===== config.mk =====
export PLATFORM = sky130hd
export DESIGN_NAME = mif_irq_flags
export DESIGN_NICKNAME = d
export VERILOG_FILES = /design/src/core/mif_pkg.sv /design/src/core/mif_irq_flags.sv
export SDC_FILE = /design/constraint.sdc
export NUM_CORES = 1
export LEC_CHECK = 0
export BUFFER_PORTS_ARGS = -buffer_cell sky130_fd_sc_hd__buf_2
export CORE_UTILIZATION = 25
export CTS_CLUSTER_SIZE = 30
export DETAILED_ROUTE_END_ITERATION = 12
export PLACE_DENSITY = 0.42
export SKIP_CTS_REPAIR_TIMING = 1
export SYNTH_ARGS = -nofsm -noshare
export SYNTH_HDL_FRONTEND = slang
export SYNTH_SLANG_ARGS = --single-unit
export TNS_END_PERCENT = 20

===== constraint.sdc =====
create_clock -name ref_clk -period 1.95 [get_ports ref_clk]
set_input_delay 0.39 -clock ref_clk [delete_from_list [all_inputs] [get_ports ref_clk]]
set_output_delay 0.39 -clock ref_clk [all_outputs]
set_load 0.1 [all_outputs]

===== src/core/mif_pkg.sv =====
// Constants and carrier types for the metering interrupt flag block.
// Assumes the embedded core reaches the block through its 8-bit SFR port.
package mif_pkg;

  ////////////////////////////////////////////////////////////////////////////
  // Special-function register addresses.
  localparam logic [7:0] ADDR_IRQ_ENABLE_LOW  = 8'hd9;
  localparam logic [7:0] ADDR_IRQ_ENABLE_MID  = 8'hda;
  localparam logic [7:0] ADDR_IRQ_ENABLE_HIGH = 8'hdb;
  localparam logic [7:0] ADDR_IRQ_STATUS_LOW  = 8'hdc;
  localparam logic [7:0] ADDR_IRQ_STATUS_MID  = 8'hdd;
  localparam logic [7:0] ADDR_IRQ_STATUS_HIGH = 8'hde;

  ////////////////////////////////////////////////////////////////////////////
  // Group indices: low, middle and high registers of each kind.
  localparam int unsigned GRP_LOW   = 0;
  localparam int unsigned GRP_MID   = 1;
  localparam int unsigned GRP_HIGH  = 2;
  localparam int unsigned GRP_COUNT = 3;

  // Low status field positions.
  localparam int unsigned BIT_SUMMARY_IRQ_FLAG      = 7;
  localparam int unsigned BIT_FAULT_MODE_CHANGE     = 5;
  localparam int unsigned BIT_REACTIVE_SIGN_CHANGE  = 4;
  localparam int unsigned BIT_ACTIVE_SIGN_CHANGE    = 3;
  localparam int unsigned BIT_APPARENT_NO_LOAD      = 2;
  localparam int unsigned BIT_REACTIVE_NO_LOAD      = 1;
  localparam int unsigned BIT_ACTIVE_NO_LOAD        = 0;

  // Middle status field positions.
  localparam int unsigned BIT_CAL_PULSE_TWO            = 7;
  localparam int unsigned BIT_CAL_PULSE_ONE            = 6;
  localparam int unsigned BIT_APPARENT_ENERGY_OVERFLOW = 5;
  localparam int unsigned BIT_REACTIVE_ENERGY_OVERFLOW = 4;
  localparam int unsigned BIT_ACTIVE_ENERGY_OVERFLOW   = 3;
  localparam int unsigned BIT_APPARENT_ENERGY_HALF     = 2;
  localparam int unsigned BIT_REACTIVE_ENERGY_HALF     = 1;
  localparam int unsigned BIT_ACTIVE_ENERGY_HALF       = 0;

  // High status field positions.
  localparam int unsigned BIT_RESET_DONE            = 7;
  localparam int unsigned BIT_WAVEFORM_SAMPLE_READY = 5;
  localparam int unsigned BIT_CURRENT_PEAK_HIT      = 4;
  localparam int unsigned BIT_VOLTAGE_PEAK_HIT      = 3;
  localparam int unsigned BIT_LINE_CYCLE_DONE       = 2;
  localparam int unsigned BIT_ZERO_CROSS_TIMEOUT    = 1;
  localparam int unsigned BIT_ZERO_CROSS_SEEN       = 0;

  ////////////////////////////////////////////////////////////////////////////
  // Implemented bits per group; everything else reads as zero, except bit 7 of the low status register, which reads the summary.
  localparam logic [7:0] ENABLE_MASK_LOW  = 8'h3f;
  localparam logic [7:0] ENABLE_MASK_MID  = 8'hff;
  localparam logic [7:0] ENABLE_MASK_HIGH = 8'h3f;
  localparam logic [7:0] FLAG_MASK_LOW    = 8'h3f;
  localparam logic [7:0] FLAG_MASK_MID    = 8'hff;
  localparam logic [7:0] FLAG_MASK_HIGH   = 8'hbf;

  // Reset values. The end-of-reset flag comes up set.
  localparam logic [7:0] ENABLE_RESET      = 8'h00;
  localparam logic [7:0] STATUS_RESET_LOW  = 8'h00;
  localparam logic [7:0] STATUS_RESET_MID  = 8'h00;
  localparam logic [7:0] STATUS_RESET_HIGH = 8'h80;
  localparam logic [7:0] READ_IDLE         = 8'h00;

  ////////////////////////////////////////////////////////////////////////////
  // One-cycle event strobes from the metering datapath, laid out as the
  // status registers; bits at unimplemented positions are ignored.
  typedef struct packed {
    logic [7:0] high;
    logic [7:0] mid;
    logic [7:0] low;
  } mif_events_t;

  // SFR request from the core.
  typedef struct packed {
    logic [7:0] addr;
    logic       wr;
    logic       rd;
    logic [7:0] wdata;
  } mif_sfr_req_t;

endpackage


===== src/core/mif_irq_flags.sv =====
// Interrupt status and enable registers of the metering front end.
// Assumes one-cycle event strobes synchronous to ref_clk and an SFR port
// from the embedded core with single-cycle write and read strobes.

`timescale 1ns/1ps

module mif_irq_flags (
  // Clock, reset and clock enable.
  input  wire logic                 ref_clk,
  input  wire logic                 rst_n,
  input  wire logic                 clk_en,
  // Software reset request, one-cycle pulse.
  input  wire logic                 soft_reset,
  // Event strobes from the metering datapath.
  input  wire mif_pkg::mif_events_t events,
  // SFR port from the core.
  input  wire mif_pkg::mif_sfr_req_t sfr_req,
  output logic                      sfr_hit,
  output logic [7:0]                sfr_rdata,
  // Combined metering interrupt toward the core.
  output logic                      irq_pending
);

  ////////////////////////////////////////////////////////////////////////////
  // Address decode shared by the write and read paths.

  // Returns a one-hot select: bits 2..0 enable groups, bits 5..3 status groups.
  function automatic logic [5:0] decode_sfr(input logic [7:0] addr);
    logic [5:0] sel;
    sel = 6'h00;
    case (addr)
      mif_pkg::ADDR_IRQ_ENABLE_LOW:  sel = 6'h01;
      mif_pkg::ADDR_IRQ_ENABLE_MID:  sel = 6'h02;
      mif_pkg::ADDR_IRQ_ENABLE_HIGH: sel = 6'h04;
      mif_pkg::ADDR_IRQ_STATUS_LOW:  sel = 6'h08;
      mif_pkg::ADDR_IRQ_STATUS_MID:  sel = 6'h10;
      mif_pkg::ADDR_IRQ_STATUS_HIGH: sel = 6'h20;
      default:                       sel = 6'h00;
    endcase
    return sel;
  endfunction

  logic [5:0]      sel;
  logic [2:0][7:0] enable_q;
  logic [2:0][7:0] status_q;
  logic [2:0][7:0] enable_mask;
  logic [2:0][7:0] flag_mask;
  logic [2:0][7:0] status_rst;
  logic [2:0][7:0] event_vec;
  logic [2:0][7:0] next_status;
  logic [2:0][7:0] active_hits;
  logic            summary;

  // Decode is purely combinational so the core's SFR mux can steer early.
  assign sel     = decode_sfr(sfr_req.addr);
  assign sfr_hit = |sel;

  // Per-group constants packed for the generate loop below.
  assign enable_mask = {mif_pkg::ENABLE_MASK_HIGH, mif_pkg::ENABLE_MASK_MID,
                        mif_pkg::ENABLE_MASK_LOW};
  assign flag_mask   = {mif_pkg::FLAG_MASK_HIGH, mif_pkg::FLAG_MASK_MID,
                        mif_pkg::FLAG_MASK_LOW};
  assign status_rst  = {mif_pkg::STATUS_RESET_HIGH, mif_pkg::STATUS_RESET_MID,
                        mif_pkg::STATUS_RESET_LOW};
  assign event_vec   = {events.high, events.mid, events.low};

  ////////////////////////////////////////////////////////////////////////////
  // Enable registers. Reserved bits never store, so they read as zero.

  always_ff @(posedge ref_clk or negedge rst_n) begin
    if (!rst_n) begin
      enable_q <= {mif_pkg::ENABLE_RESET, mif_pkg::ENABLE_RESET, mif_pkg::ENABLE_RESET};
    end else if (clk_en) begin
      if (soft_reset) begin
        enable_q <= {mif_pkg::ENABLE_RESET, mif_pkg::ENABLE_RESET, mif_pkg::ENABLE_RESET};
      end else if (sfr_req.wr) begin
        for (int g = 0; g < mif_pkg::GRP_COUNT; g++) begin
          if (sel[g]) begin
            enable_q[g] <= sfr_req.wdata & enable_mask[g];
          end
        end
      end
    end
  end

  ////////////////////////////////////////////////////////////////////////////
  // Status flags. A write of zero clears a flag, a write of one leaves it
  // alone, so the core may clear one flag without racing the others. An event
  // in the same cycle as its clear wins, so no event is lost to a clear.

  genvar gi;
  generate
    for (gi = 0; gi < mif_pkg::GRP_COUNT; gi++) begin : g_status
      logic [7:0] clr;
      // Clear mask from a write to this group's status address.
      assign clr = (sfr_req.wr && sel[gi + 3]) ? ~sfr_req.wdata : 8'h00;
      // Set has priority over clear; unimplemented bits stay zero.
      assign next_status[gi] = ((status_q[gi] & ~clr) | event_vec[gi]) & flag_mask[gi];
      // Flags that currently contribute to the pending interrupt.
      assign active_hits[gi] = status_q[gi] & enable_q[gi] & enable_mask[gi];
    end
  endgenerate

  // Event bit placement follows the status layout one to one, so every flag
  // is caught by the same loop: fault, sign and no-load flags in the low
  // group, calibration pulses, overflow and half-full in the middle, and the
  // waveform, peak, cycle and zero-crossing flags in the high group.
  always_ff @(posedge ref_clk or negedge rst_n) begin
    if (!rst_n) begin
      status_q <= {mif_pkg::STATUS_RESET_HIGH, mif_pkg::STATUS_RESET_MID,
                   mif_pkg::STATUS_RESET_LOW};
    end else if (clk_en) begin
      if (soft_reset) begin
        status_q <= status_rst;
      end else begin
        status_q <= next_status;
        // Same update covers waveform, peak, cycle and zero-crossing flags.
      end
    end
  end

  ////////////////////////////////////////////////////////////////////////////
  // Summary flag. It is derived, not stored, so it falls in the same cycle that the
  // last enabled flag is cleared or its enable is removed.

  assign summary = |{active_hits[mif_pkg::GRP_HIGH], active_hits[mif_pkg::GRP_MID],
                     active_hits[mif_pkg::GRP_LOW]};

  // Registered copy toward the core keeps the interrupt line glitch free.
  // A software reset drops it at the next enabled edge, without waiting for the summary.
  always_ff @(posedge ref_clk or negedge rst_n) begin
    if (!rst_n) begin
      irq_pending <= 1'b0;
    end else if (clk_en) begin
      if (soft_reset) begin
        irq_pending <= 1'b0;
      end else begin
        irq_pending <= summary;
      end
    end
  end

  ////////////////////////////////////////////////////////////////////////////
  // Read path. Data is registered one cycle after the read strobe and holds
  // until the next read or a soft reset; an unmapped address returns zero.

  always_ff @(posedge ref_clk or negedge rst_n) begin
    if (!rst_n) begin
      sfr_rdata <= mif_pkg::READ_IDLE;
    end else if (clk_en) begin
      if (soft_reset) begin
        sfr_rdata <= mif_pkg::READ_IDLE;
      end else if (sfr_req.rd) begin
        case (sel)
          6'h01:   sfr_rdata <= enable_q[mif_pkg::GRP_LOW];
          6'h02:   sfr_rdata <= enable_q[mif_pkg::GRP_MID];
          6'h04:   sfr_rdata <= enable_q[mif_pkg::GRP_HIGH];
          6'h08: begin
            sfr_rdata <= status_q[mif_pkg::GRP_LOW];
            sfr_rdata[mif_pkg::BIT_SUMMARY_IRQ_FLAG] <= summary;
          end
          6'h10:   sfr_rdata <= status_q[mif_pkg::GRP_MID];
          6'h20:   sfr_rdata <= status_q[mif_pkg::GRP_HIGH];
          default: sfr_rdata <= mif_pkg::READ_IDLE;
        endcase
      end
    end
  end

endmodule


==> After elaboration in Yosys (flattened, before gate mapping) <==
Cells that the tools add are included.
{ "op_classes": {"shifts": 0, "n_lt_le_gt_ge": 0, "eq_ne": 12, "n_reduce_logical": 14, "muxes": 14, "bitwise": 13, "n_mul": 0, "n_div": 0, "addsub": 0} }
{ "ops": {"columns": ["op", "n"], "rows": [
  ["2-to-1 mux 24 bit", 3],
  ["2-to-1 mux 8 bit", 7],
  ["== test 8 bit, second input constant", 6],
  ["case mux 8 bit (6 select lines)", 1],
  ["case mux 6 bit (6 select lines)", 1],
  ["bitwise AND 8 bit", 3],
  ["inverter 8 bit", 3],
  ["OR reduction 20 bit", 1],
  ["bitwise AND 6 bit", 3],
  ["bitwise OR 8 bit", 2],
  ["nonzero test 2 bit", 5],
  ["AND reduction 3 bit", 3],
  ["== test 6 x 1 -> 1 bit, second input constant", 1],
  ["== test 6 x 2 -> 1 bit, second input constant", 1],
  ["== test 6 x 3 -> 1 bit, second input constant", 1],
  ["== test 6 x 4 -> 1 bit, second input constant", 1],
  ["== test 6 x 5 -> 1 bit, second input constant", 1],
  ["== test 6 bit, second input constant", 1],
  ["2-to-1 mux 6 bit", 1],
  ["inverter 6 bit", 1],
  ["bitwise OR 6 bit", 1],
  ["OR reduction 6 bit", 1],
  ["logical AND 1 bit", 3],
  ["AND reduction 2 bit", 1],
  ["2-to-1 mux 1 bit", 1]
]} }
{ "word_totals": {"elab_cells": 61, "memories": 0, "input_bits": 46, "mem_bits_ro": 0, "ramBits": 0, "reg_bits": 56, "latch_bits": 0} }

==> Longest topological paths before layout <==
{ "depth": {"ltp_word": 8, "mapped_depth": 7, "depth_no_buf": 5} }

==> Worst setup path after synthesis <==
OpenSTA, ideal clock, no wires.
{ "synth_timing": {"kind": "input to output", "start": "input sfr_req[12] (netlist name)", "end": "output sfr_hit", "arrival_time_ns": 1.582, "n_path_buf": 2, "setup_slack_ns": -0.022, "cell_stages": 4, "cell_sequence": "buf_6 buf_4 nand3_1 and4_1"} }
{ "synth_between": {"elab_chain_len": 3, "word_cells_on_any_way": 8} }
{ "synth_rtl": {"columns": ["element", "line", "source"], "rows": [
  ["start, declared", "mif_irq_flags.sv:17", "input wire mif_pkg::mif_sfr_req_t sfr_req,"],
  ["== test 8 bit", "mif_irq_flags.sv:31", "case (addr)"],
  ["case mux 6 bit (6 select lines) (*)", "mif_irq_flags.sv:31", null],
  ["OR reduction 6 bit (*)", "mif_irq_flags.sv:56", "assign sfr_hit = |sel;"],
  ["end, declared", "mif_irq_flags.sv:18", "output logic sfr_hit,"]
]} }
Every way passes the cells marked *; elsewhere a longest branch is shown, timed or not.

==> Worst setup path after layout <==
{ "layout_timing": {"start": "input sfr_req[11] (netlist name)", "end": "output sfr_hit"} }
The elaborated chain is that of the path after synthesis.

==> reports/metrics.yaml <==
run_status: "finished, final reports clean"
cts_made_buffers: 5
area_delta_synth_final_pct: 22.6
synth_top_area_cell: "dfrtp_1"
min_period_ns: 1.78
place_inst: 477
coreArea_sq_um: 10800
slew_viol_final: 0
worstPathCellList: "buf_2 -> or3_1 -> and4_2 -> buf_12"
path_max_fanout: 10
endpoint_kind: "primary output"
pin_count: 56
worst_pin_slew_ns: 0.552
power.share.switching: 0.320
drt-wirelength-per-cell_microns: 17.7
antenna_left: 0
initial_core_util: 0.257
p_comb_frac: 0.205
internal-power_uw: 1590
power_density_nw_per_um2: 683
cp_top_family: "simple AND/OR/NAND/NOR gates"
synth-compound-area-share: 0.272
switching_power_uw: 745
rows: 38
viasPerCell: 4.95
die_x_microns: 108
setup_violations: 0
drc: 0
cp_slowest_cell: "or3_1"
grt_use_total: 0.161
cts_htree_levels: 2
grt_max_degree: 51
multi_input_area_sq_um: 1450
hold_class: "primary input to async pin"
cts_tree: "yes"
yosysTopAreaCellShare: 0.440
finalPower_uw: 2330
synth_cell_type_count: 45
tns_ns: 0
grt-ovfl-total: 0
clockBufferDepth: 2
clkTransAtPathRegs_ns: 0.10
first_global_vias: 2476
power_frac_clock: 0.275
vdd_ir_drop_max_mv: 0.269
synthArstFlopShare: 1.00
arrival_ns: 1.39
top_layer: "met4"
crit_type: "primary input to primary output"
final_nets: 390
hpwl_microns: 6610
ys_ff_latch: 50
synth_edf_count: 0
skew_ns: 0.0128
syn_area_per_cell_sq_um: 9.99
dieArea_sq_um: 11600
wl_met3_microns: 466
leakagePower_uw: 0.00165
placed_cell_area_sq_um: 3330
relSlewSlack: 0.630
slowest_delay_ns: 0.40
gp_routability_congestion: 0.771
synth.area.mux_share: 0.0867
start_kind: "primary input"
syn_nets: 325
cp_num_buf_inv: 2
cts_sinks: 50
dr.pass1.iters: 4
die_y_microns: 108
clk_latency_ns: 0.31
timing.final.crit_share: 0.911
synth_flop_cell: "dfrtp_1"
layout-drive-gt1-share: 0.296
dr_wl_met2_microns: 3630
grt_setup_unrepaired: "no"
antenna_found_initial: 0
finalHoldViolations: 0
wl_met1_microns: 4400
numPortBuffers: 52
synthSimpleGateAreaFrac: 0.161
cap_violations: 0
root_buffer: "clkbuf_8"
regArea_sq_um: 1250
totalWireLength_microns: 8570
grt_pass1_wl_microns: 13900
fmax_mhz: 563
fin_cells: 485
seq_area_frac_synth: 0.449
cp.required_ns: 1.56
synthesis.area_sq_um: 2790
antenna_cells: 0
yosys-top-cells-area: "dfrtp_1, a22o_1, a21oi_1"
synthAdderAreaFrac: 0
drtIter0Drc: 162
finalInstanceArea_sq_um: 3420
yosysWarnings: 0
power_frac_seq: 0.519
synth-xor-area-share: 0
vias: 2400
fill_cells: 1194
synth_top_family_by_area: "compound AO/OA/AOI/OAI gates"
syn_inst: 279
through the flow:
step | utilization | worst slack [ns] | hold slack, ns
finish | 0.315 | 0.173 | 0.0527
global route | 0.315 | 0.107 | 0.0685
CTS | 0.315 | 0.173 | 0.0696
detailed placement | 0.307 | 0.143 | 0.408
global placement | 0.307 | 0.151 | 0.408
floorplan | - | 0.216 | 0.0944
registers in the layout (all words and copies together), names as in the netlist:
signal       flops
irq_pending      1
sfr_rdata        8
status_q        21
enable_q        20
synth_stat cells, types with 6 or more instances:
master,number
dfrtp_1,49
a21oi_1,28
nor2b_1,10
o21ai_1,26
mux2i_1,11
o21ai_0,6
a22o_1,17
a21o_1,14
nand2_1,34
nand3_1,6
a32o_1,6
mux2_4,8
nor2_1,7
final timing paths:
path,from,endpoint,slack (ns),depth (start not counted)
max,sfr_req[11],sfr_hit,0.17,4
min,rst_n,irq_pending,0.05,2
max reg2reg,enable_q[4],sfr_rdata[7],0.20,5
min reg2reg,sfr_rdata[2],sfr_rdata[2],0.48,2
max in group asynchronous,rst_n,status_q[23],1.62,2
min in group ref_clk,events[21],status_q[21],0.30,3
power groups by stage:
stage | Combinational, uW | Sequential (uW) | Clock, uW
detailed placement | 485 | 1230 | 0
floorplan | 281 | 1220 | 0
CTS | 487 | 1210 | 663
global route | 534 | 1220 | 693
global placement | 478 | 1230 | 0
finish | 479 | 1210 | 642
routing by layer:
metal | vias up | global-route usage
met4 | 0 | 0.0401
met5 | - | 0
li1 | 1170 | -
met2 | 71 | 0.239
met1 | 1153 | 0.242
met3 | 6 | 0.0206
cell families (layout without fill, tap and decap cells):
| logic type | after synthesis | in the layout |
|---|---|---|
| DFF | 50 | 50 |
| and+or+nand+nor | 78 | 78 |
| AOI/OAI and AO/OA | 114 | 114 |
| muxes | 20 | 20 |
| buffers and inverters | 17 | 83 |
layout by cell type (no fill, tap or decap), types with 2 or more instances in the layout:
cell type,instances
dfrtp_1,49
a21oi_1,28
buf_2,51
nor2_8,3
buf_4,20
buf_12,2
o21ai_0,6
nor2_1,7
a221oi_1,4
nand2_1,34
clkbuf_8,5
nand3_1,6
nor2b_1,10
a22o_1,17
o21ai_1,26
a21o_1,14
a32o_1,6
o22ai_1,5
and2_1,2
a22oi_1,3
nand4_1,2
mux2_4,8
clkinvlp_4,2
and3_1,3
mux2i_1,11
cell type report:
cell class | instances | share of cell area
clock inverter | 2 | 0.00440
sequential | 50 | 0.367
tap | 140 | 0.0513
timing repair buffer | 73 | 0.130
multi-input combinational | 212 | 0.424
clock buffer | 6 | 0.0212
inverter | 2 | 0.00220
(Power assumes the default switching activity.)
